==> src/design/gpio_port_pkg.sv <==
// Constants and carrier types for the port pin logic.
// Assumes a byte-wide register port and pins synchronous to core_clk.
package gpio_port_pkg;

    // ------------------------------------------------------------
    // Register addresses
    // ------------------------------------------------------------
    localparam logic [15:0] ADDR_DIRECTION = 16'hFFB9;  // Bidirectional port direction bits
    localparam logic [15:0] ADDR_LATCH     = 16'hFFBB;  // Bidirectional port output latch
    localparam logic [15:0] ADDR_PULLUP    = 16'hFFAC;  // Bidirectional port pull-up enables
    localparam logic [15:0] ADDR_INPUT     = 16'hFFBE;  // Dedicated input port pin levels

    // ------------------------------------------------------------
    // Values after reset
    // ------------------------------------------------------------
    localparam logic [7:0] RST_DIRECTION = 8'h00;
    localparam logic [7:0] RST_LATCH     = 8'h00;
    localparam logic [7:0] RST_PULLUP    = 8'h00;
    localparam logic [7:0] READ_UNMAPPED = 8'h00;

    // ------------------------------------------------------------
    // Pin positions of the timer functions
    // ------------------------------------------------------------
    localparam int PIN_EXT_CLOCK = 0;
    localparam int PIN_COMPARE_A = 1;
    localparam int PIN_CAPTURE_A = 2;
    localparam int PIN_CAPTURE_B = 3;

    // Clock-select code that picks the external clock source
    localparam logic [1:0] CLOCK_SELECT_EXTERNAL = 2'h3;

    // ------------------------------------------------------------
    // Carrier types
    // ------------------------------------------------------------
    typedef struct packed {
        logic [15:0] addr;
        logic [7:0]  wdata;
        logic        wr;
        logic        rd;
    } reg_req_t;

    typedef struct packed {
        logic compare_a_output_enable;
        logic timer_compare_a_out;
        logic timer_clock_select_hi;
        logic timer_clock_select_lo;
    } timer_ctl_t;

    typedef struct packed {
        logic timer_capture_a_in;
        logic timer_capture_b_in;
        logic timer_external_clock_in;
    } timer_in_t;

    typedef enum logic [2:0] {
        MODE_RUN        = 3'h1,
        MODE_SW_STANDBY = 3'h2,
        MODE_HW_STANDBY = 3'h4
    } power_mode_t;

endpackage : gpio_port_pkg

==> src/design/port6_port7_pin_io.sv <==
// Pin logic of an 8-bit bidirectional port and an 8-bit input port.
// Assumes pins are synchronous to core_clk and the pad resolves the wire
// from pin_oe; timer, key-sense and converter logic live elsewhere.
//
// Our own choice: the plain strobed port.

// Operation
// - Pin 1 drives compare-A output when enabled, else direction bit decides.
// - Pins 2 and 3 follow direction; level always feeds capture and key sense.
// - Pin 0 feeds timer external clock only when clock select picks it.
// - Each pin has its own software pull-up enable bit.
// - Pull-up on only when enable is 1 and direction is 0.
// - Reset and hardware standby clear all pull-up enables, pull-ups off.
// - Software standby keeps pull-up enables and pull-up states unchanged.
// - Pull-up behaviour is the same in operating modes 1, 2 and 3.
// - Input port has no direction register and is input only.
// - Reading the input-port register returns current pin levels.
// - Writes to the input-port register have no effect.
// - Port read gives latch when direction is 1, pin level when 0.
// - Output latch clears on reset and hardware standby, holds in software standby.
module port6_port7_pin_io (
    // Clock and reset
    input  wire logic                      core_clk,
    input  wire logic                      sys_rst,
    // Power state
    input  wire logic                      hw_standby,
    input  wire logic                      sw_standby,
    // Register port
    input  wire gpio_port_pkg::reg_req_t   reg_req,
    output logic      [7:0]                rd_data,
    // Bidirectional port pins
    input  wire logic [7:0]                bidir_pin_in,
    output logic      [7:0]                bidir_pin_out,
    output logic      [7:0]                bidir_pin_oe,
    output logic      [7:0]                bidir_pullup_on,
    // Dedicated input port pins
    input  wire logic [7:0]                input_pins,
    // Timer and key-sense connections
    input  wire gpio_port_pkg::timer_ctl_t timer_ctl,
    output gpio_port_pkg::timer_in_t       timer_in,
    output logic      [7:0]                key_sense_input
);

    // ------------------------------------------------------------
    // Power mode tracking
    // ------------------------------------------------------------
    gpio_port_pkg::power_mode_t mode;
    gpio_port_pkg::power_mode_t next_mode;
    logic                       clear;

    // Hardware standby dominates software standby
    always_comb begin
        if (hw_standby) begin
            next_mode = gpio_port_pkg::MODE_HW_STANDBY;
        end else if (sw_standby) begin
            next_mode = gpio_port_pkg::MODE_SW_STANDBY;
        end else begin
            next_mode = gpio_port_pkg::MODE_RUN;
        end
    end

    // Mode register
    always_ff @(posedge core_clk) begin
        if (sys_rst) begin
            mode <= gpio_port_pkg::MODE_RUN;
        end else begin
            mode <= next_mode;
        end
    end

    // Same clear in every operating mode; software standby is no clear
    assign clear = sys_rst | hw_standby;

    // ------------------------------------------------------------
    // Register decode
    // ------------------------------------------------------------
    logic [7:0] bidir_port_direction_bits;
    logic [7:0] bidir_port_output_latch;
    logic [7:0] bidir_port_pullup_enables;
    logic       wr_direction;
    logic       wr_latch;
    logic       wr_pullup;
    logic       writes_open;

    // Writes are refused while held in hardware standby
    assign writes_open = reg_req.wr & (mode != gpio_port_pkg::MODE_HW_STANDBY);

    // Write strobes per register; the input-port address has none
    always_comb begin
        wr_direction = 1'b0;
        wr_latch     = 1'b0;
        wr_pullup    = 1'b0;
        if (reg_req.addr == gpio_port_pkg::ADDR_DIRECTION) begin
            wr_direction = writes_open;
        end else if (reg_req.addr == gpio_port_pkg::ADDR_LATCH) begin
            wr_latch = writes_open;
        end else if (reg_req.addr == gpio_port_pkg::ADDR_PULLUP) begin
            wr_pullup = writes_open;
        end
    end

    // ------------------------------------------------------------
    // Control registers
    // ------------------------------------------------------------
    port_reg8 #(
        .RESET_VALUE (gpio_port_pkg::RST_DIRECTION)
    ) u_direction (
        .core_clk   (core_clk),
        .clear      (clear),
        .write_en   (wr_direction),
        .write_data (reg_req.wdata),
        .value      (bidir_port_direction_bits)
    );

    port_reg8 #(
        .RESET_VALUE (gpio_port_pkg::RST_LATCH)
    ) u_latch (
        .core_clk   (core_clk),
        .clear      (clear),
        .write_en   (wr_latch),
        .write_data (reg_req.wdata),
        .value      (bidir_port_output_latch)
    );

    port_reg8 #(
        .RESET_VALUE (gpio_port_pkg::RST_PULLUP)
    ) u_pullup (
        .core_clk   (core_clk),
        .clear      (clear),
        .write_en   (wr_pullup),
        .write_data (reg_req.wdata),
        .value      (bidir_port_pullup_enables)
    );

    // ------------------------------------------------------------
    // Read path
    // ------------------------------------------------------------
    logic [7:0] bidir_read_value;

    // Latch for outputs, live pin for inputs
    assign bidir_read_value = (bidir_port_direction_bits & bidir_port_output_latch)
                            | (~bidir_port_direction_bits & bidir_pin_in);

    // Read data stand for one cycle after the strobe
    always_ff @(posedge core_clk) begin
        if (sys_rst) begin
            rd_data <= gpio_port_pkg::READ_UNMAPPED;
        end else if (!reg_req.rd) begin
            rd_data <= gpio_port_pkg::READ_UNMAPPED;
        end else if (reg_req.addr == gpio_port_pkg::ADDR_INPUT) begin
            rd_data <= input_pins;
        end else if (reg_req.addr == gpio_port_pkg::ADDR_LATCH) begin
            rd_data <= bidir_read_value;
        end else if (reg_req.addr == gpio_port_pkg::ADDR_DIRECTION) begin
            rd_data <= bidir_port_direction_bits;
        end else if (reg_req.addr == gpio_port_pkg::ADDR_PULLUP) begin
            rd_data <= bidir_port_pullup_enables;
        end else begin
            rd_data <= gpio_port_pkg::READ_UNMAPPED;
        end
    end

    // Input port: pins only, no direction or drive logic at all

    // ------------------------------------------------------------
    // Pin drivers
    // ------------------------------------------------------------
    logic [7:0] alt_enable;
    logic [7:0] alt_value;

    // Only pin 1 carries a timer output
    always_comb begin
        alt_enable = 8'h00;
        alt_value  = 8'h00;
        alt_enable[gpio_port_pkg::PIN_COMPARE_A] = timer_ctl.compare_a_output_enable;
        alt_value[gpio_port_pkg::PIN_COMPARE_A]  = timer_ctl.timer_compare_a_out;
    end

    // One cell per bidirectional pin
    for (genvar i = 0; i < 8; i++) begin : g_pin
        bidir_pin_cell u_cell (
            .core_clk      (core_clk),
            .clear         (clear),
            .direction     (bidir_port_direction_bits[i]),
            .latch_bit     (bidir_port_output_latch[i]),
            .pullup_enable (bidir_port_pullup_enables[i]),
            .alt_enable    (alt_enable[i]),
            .alt_value     (alt_value[i]),
            .pin_out       (bidir_pin_out[i]),
            .pin_oe        (bidir_pin_oe[i]),
            .pullup_on     (bidir_pullup_on[i])
        );
    end

    // ------------------------------------------------------------
    // Inputs to timer and key sense
    // ------------------------------------------------------------
    logic ext_clock_selected;

    assign ext_clock_selected = ({timer_ctl.timer_clock_select_hi, timer_ctl.timer_clock_select_lo}
                                 == gpio_port_pkg::CLOCK_SELECT_EXTERNAL);

    // Pin levels feed the timer in both directions
    always_ff @(posedge core_clk) begin
        if (sys_rst) begin
            timer_in <= '0;
        end else begin
            timer_in.timer_capture_a_in      <= bidir_pin_in[gpio_port_pkg::PIN_CAPTURE_A];
            timer_in.timer_capture_b_in      <= bidir_pin_in[gpio_port_pkg::PIN_CAPTURE_B];
            timer_in.timer_external_clock_in <= ext_clock_selected
                                              & bidir_pin_in[gpio_port_pkg::PIN_EXT_CLOCK];
        end
    end

    // Key-sense sees every pin level
    always_ff @(posedge core_clk) begin
        if (sys_rst) begin
            key_sense_input <= 8'h00;
        end else begin
            key_sense_input <= bidir_pin_in;
        end
    end
endmodule : port6_port7_pin_io

==> src/design/port_reg8.sv <==
// One byte-wide software register with a clear input.
// Assumes clear is already the OR of reset and hardware standby.
module port_reg8 #(
    parameter logic [7:0] RESET_VALUE = 8'h00
) (
    // Clock and clear
    input  wire logic       core_clk,
    input  wire logic       clear,
    // Write side
    input  wire logic       write_en,
    input  wire logic [7:0] write_data,
    // Stored value
    output logic      [7:0] value
);

    // Clear wins over a write; otherwise hold
    always_ff @(posedge core_clk) begin
        if (clear) begin
            value <= RESET_VALUE;
        end else if (write_en) begin
            value <= write_data;
        end
    end

endmodule : port_reg8

==> src/design/bidir_pin_cell.sv <==
// Output driver and pull-up control for one bidirectional pin.
// Assumes the alternate drive request comes from an on-chip timer.
module bidir_pin_cell (
    // Clock and clear
    input  wire logic core_clk,
    input  wire logic clear,
    // Control
    input  wire logic direction,
    input  wire logic latch_bit,
    input  wire logic pullup_enable,
    input  wire logic alt_enable,
    input  wire logic alt_value,
    // Pin side
    output logic      pin_out,
    output logic      pin_oe,
    output logic      pullup_on
);

    // Alternate function overrides the direction bit
    always_ff @(posedge core_clk) begin
        if (clear) begin
            pin_out <= 1'b0;
            pin_oe  <= 1'b0;
        end else begin
            pin_oe  <= alt_enable | direction;
            pin_out <= alt_enable ? alt_value : latch_bit;
        end
    end

    // Pull-up only for an enabled pin with direction 0, even under alternate drive; never under clear
    always_ff @(posedge core_clk) begin
        if (clear) begin
            pullup_on <= 1'b0;
        end else begin
            pullup_on <= pullup_enable & ~direction & ~clear;
        end
    end

endmodule : bidir_pin_cell

==> config.mk <==
export PLATFORM = sky130hd
export DESIGN_NAME = port6_port7_pin_io
export DESIGN_NICKNAME = d
export VERILOG_FILES = /design/src/design/gpio_port_pkg.sv /design/src/design/port6_port7_pin_io.sv /design/src/design/port_reg8.sv /design/src/design/bidir_pin_cell.sv
export SDC_FILE = /design/constraint.sdc
export NUM_CORES = 1
export LEC_CHECK = 0
export ABC_AREA = 1
export BUFFER_PORTS_ARGS = -buffer_cell sky130_fd_sc_hd__clkbuf_2
export CAP_MARGIN = 40
export CORE_ASPECT_RATIO = 1.4
export CORE_MARGIN = 2
export CORE_UTILIZATION = 46
export CTS_CLUSTER_DIAMETER = 120
export DETAILED_ROUTE_END_ITERATION = 8
export MAX_ROUTING_LAYER = met4
export PLACE_DENSITY = 0.79
export SETUP_SLACK_MARGIN = 0.02
export SYNTH_ARGS = -nofsm -noshare
export SYNTH_HDL_FRONTEND = slang
export SYNTH_HIERARCHICAL = 1
export SYNTH_SLANG_ARGS = --single-unit
==> constraint.sdc <==
create_clock -name core_clk -period 1.45 [get_ports core_clk]
set_input_delay 0.29 -clock core_clk [delete_from_list [all_inputs] [get_ports core_clk]]
set_output_delay 0.29 -clock core_clk [all_outputs]
set_load 0.1 [all_outputs]
# Yosys cells after proc, flatten, opt, wreduce, memory -nomap -nowiden
# Index checks and enable logic that the tools add are counted.
# W data, S select, Z words.
# totals
memories	0
latchBits	0
elab_cells	89
romBits	0
ram_bits	0
ff_bits	70
out_inout_bits	43
# classes
n_eq_ne	6
shift	0
order_cmp	0
addsub	0
n_reduce_logical	2
n_mux	13
bitwise	34
n_mul	0
div	0
# ops
operator	n
$eq A16 B16 Y1 const B	4
$mux W8	4
$and A1 B1 Y1	18
$and A8 B8 Y8	2
$not A1 Y1	10
$not A8 Y8	1
$or A8 B8 Y8	1
$mux W1	7
$reduce_or A2 Y1	2
$mux W3	1
$ne A3 B3 Y1 const B	1
$eq A2 B2 Y1 const B	1
$mux W2	1
$or A1 B1 Y1	2

# Logic depth before layout (Yosys ltp)
# depth
depth_word	5
mapped_depth	12
mapped_depth_nobuf	10

# Modules after synthesis
# Netlist, hierarchy kept.
# modules_own_cells
mod	cells_each	instances	area_per_inst_um2
port6_port7_pin_io	185	1	1193.6
port_reg8	51	3	341.6
bidir_pin_cell	13	8	100.1

# Worst setup path after synthesis
# OpenSTA, ideal clock, no wires.
# synth_timing
kind	reg-to-output
startpoint	register key_sense_input[3] (netlist name)
endpoint	output port timer_in[1] (netlist bit)
stages_incl_launch_ff	2
path_buffers	1
slack_ps	-196
arrival_ps	1356
required_ps	1160
path_cell_list	dfxtp_1 buf_4
# synth_rtl
item	line_no	source
end, declared	port6_port7_pin_io.sv:40	output gpio_port_pkg::timer_in_t timer_in,

# Worst setup path after layout
# layout_timing
startpoint	register rd_data[0]
endpoint	output port rd_data[0]
# layout_rtl
item	line_no	source
start, declared	port6_port7_pin_io.sv:30	output logic [7:0] rd_data,
start signal, assigned	port6_port7_pin_io.sv:147	rd_data <= gpio_port_pkg::READ_UNMAPPED;
start signal, assigned	port6_port7_pin_io.sv:149	rd_data <= gpio_port_pkg::READ_UNMAPPED;
start signal, assigned	port6_port7_pin_io.sv:151	rd_data <= input_pins;
# No word-level cell between the ends.

==> out/metrics.csv <==
stage,metric,value,unit
status,status,finished clean,
timing,fin crit period,1.40,ns
logic_synthesis,Syn. warnings,6,
floorplan,Ports,93,
timing,Worst Tran Pin Value,0.541,ns
clock_tree,CTS tree,yes,
placed_design,routability cong.,0.942,
timing,Max-slew headroom,64.1,%
setup_path,CP startpoint kind,flop,
finish,"Cell Count, Final, Fillers Out",656,
floorplan,Die Ht,99.9,µm
finish,"Core Util, Final",65.5,%
drt,Routed wire per std cell,11.5,µm
drt,routed wl met3,388,µm
floorplan,die footprint,0.00724,mm²
global_route,GRT Util Overall,21.8,%
drt,Met1 Wirelength,3030,µm
logic_synthesis,synthesized flop and latch total,68,
clock_tree,Num CTS Buffers,9,
timing,unrepaired setup endpoints after global routing,false,
drt,DRT Pass-1 Iters,4,
setup_path,Crit Path Max Fanout,1,
clock_tree,worst-skew pair later-pin latency,0.34,ns
drt,max layer used,met4,
floorplan,Die Span X,72.5,µm
setup_path,CP max stage cell,clkbuf_2,
finish,Area Overhead vs Synth,36.6,%
pwr,VDD IR-drop max,0.591,mV
setup_path,critical path type,reg -> out,
clock_tree,CTS max path bufs,2,
clock_tree,root buf cell,clkbuf_8,
setup_path,crit path DAT,1.11,ns
floorplan,core area,0.00630,mm²
setup_path,WP buf/inv,1,
pwr,pwr/cell area,1030,mW/mm²
clock_tree,Hold Buf Count CTS,0,
logic_synthesis,Post-Syn Area,0.00302,mm²
setup_path,worst stage delay on the critical path,0.45,ns
drt,routed wl met2,3970,µm
finish,Layout Nets,629,
drt,DRT iter0 DRCs,112,
timing,clk_skew,0.0111,ns
setup_path,Crit path max-delay family,buffers and inverters,
setup_path,worst setup path startpoint,rd_data[0],
run,Max Cap Viol,0,
timing,setup violators final,0,
clock_tree,postcts setup bufs,0,
clock_tree,Sink Count,68,
placed_design,DP Area,0.00384,mm²
timing,Fin. Hold Viols,0,
logic_synthesis,average size of a mapped cell,6.83,µm²
worst_hold_path,Worst Hold Launch,hw_standby,
timing,hold slack,0.151,ns
placed_design,DPL Wire Length,5570,µm
clock_tree,# H-tree levels,3,
pwr,Leakage,2.16,nW
drt,DR DRC count,0,
global_route,Overflow after GRT,0,
setup_path,WP data required,1.16,ns
placed_design,Buffers on Ports,92,
timing,Final Max Tran Viols,0,
global_route,vias in the first global route,2861,
setup_path,RR Startpoint,mode[0],
timing,fmax,714,MHz
setup_path,cells along the critical path,clkbuf_2,
drt,total routed wirelength,7570,µm
clock_tree,clock slew at reported path FFs,0.07,ns
timing,Sum Neg Setup Slack,0,ns
timing,crit share post-route,96.6,%
drt,vias per std cell,4.60,
logic_synthesis,register area share after synthesis,45.1,%
logic_synthesis,post-synthesis cell count,442,
worst_hold_path,HP Class,in -> reg,
drt,vias,3020,
floorplan,Starting Density,48.0,%
placed_design,placed cells,639,
finish,layout cells sized above 1,30.5,%
global_route,first-pass GRT wire length,12000,µm
drt,post-route ant nets,0,
logic_synthesis,number of distinct library cells after synthesis,23,
setup_path,Crit. End Element,primary output,
finish,fin area,0.00412,mm²
global_route,largest net degree at the start of global routing,17,
finish,antenna cells,0,
global_route,initial antenna violation count,0,
floorplan,Rows,34,
-- worst paths after layout --
path | end | slack (ns) | cells past startpoint
min | mode[0] | 0.15 | 2
min reg2reg | g_pin[4].u_cell/pullup_on | 0.46 | 2
max reg2reg | u_pullup/value[3] | 0.10 | 9
max | rd_data[0] | 0.05 | 1
-- cell usage after synthesis, drive strengths merged --
cell type / count / area, µm²
a21boi: 5 / 37.5
a21oi: 8 / 40.0
and3: 1 / 6.26
buf: 9 / 93.8
clkbuf: 1 / 3.75
conb: 1 / 3.75
dfxtp: 68 / 1360
inv: 74 / 278
nand2: 109 / 434
nand3: 21 / 118
nor2: 127 / 538
nor3: 1 / 5.00
o21ai: 17 / 100
-- routing by layer --
metal	vias up	GRT usage (%)
met4	0	9.69
met1	1364	23.7
li1	1553	-
met5	-	-
met2	87	37.8
met3	16	4.62
-- state kept, by name, indices dropped and copies added (netlist names) --
| register | cells |
|---|---|
| g_pin.u_cell/pin_oe | 8 |
| g_pin.u_cell/pin_out | 8 |
| g_pin.u_cell/pullup_on | 8 |
| key_sense_input | 8 |
| mode | 3 |
| rd_data | 8 |
| timer_in | 1 |
| u_direction/value | 8 |
| u_latch/value | 8 |
| u_pullup/value | 8 |
-- report_power, final --
group / internal (W) / switching (W) / total, W
Clock: 0.00102 / 0.000724 / 0.00175
Sequential: 0.00190 / 0.00000979 / 0.00191
Combinational: 0.000155 / 0.000433 / 0.000588
-- cells by family after synthesis --
| logic type | share of synthesized area, % |
|---|---|
| flops | 45.1 |
| buf+inv | 12.4 |
| other cells | 0.124 |
| simple gates | 36.5 |
| compound gates | 5.88 |
-- through the flow --
step	worst slack, ns	power, W
floorplan	0.0227	0.00236
global placement	-0.00137	0.00252
detailed placement	-0.0428	0.00253
CTS	0.0299	0.00425
global route	0.0209	0.00439
finish	0.0487	0.00424
-- area by class of cell --
| class | count | area, µm² |
|---|---|---|
| inverter | 74 | 278 |
| tap | 72 | 90.1 |
| clock buffer | 11 | 141 |
| multi-input combinational | 317 | 1480 |
| fill | 538 | 2170 |
| clock inverter | 5 | 83.8 |
| sequential | 68 | 1370 |
| timing repair buffer | 109 | 688 |
-- layout by cell type, fill, tap and decap left out, drive strengths merged --
cell and count:
clkinvlp 2, o21ai 17, conb 28, nor2 127, a21oi 8, and3 1, a21boi 5, buf 46
inv 75, dfxtp 68, clkbuf 74, bufinv 2, nor3 1, nand3 21, nand2 109
-- repair_timing --
| item | 4_1_cts | 5_1_grt |
|---|---|---|
| pin swaps | 2 | 7 |
| cloned | 1 | 0 |
| gates resized for setup | 7 | 14 |
| endpoints found under the setup margin | 8 | 22 |
Note: power is estimated with default switching activity, not from simulation.
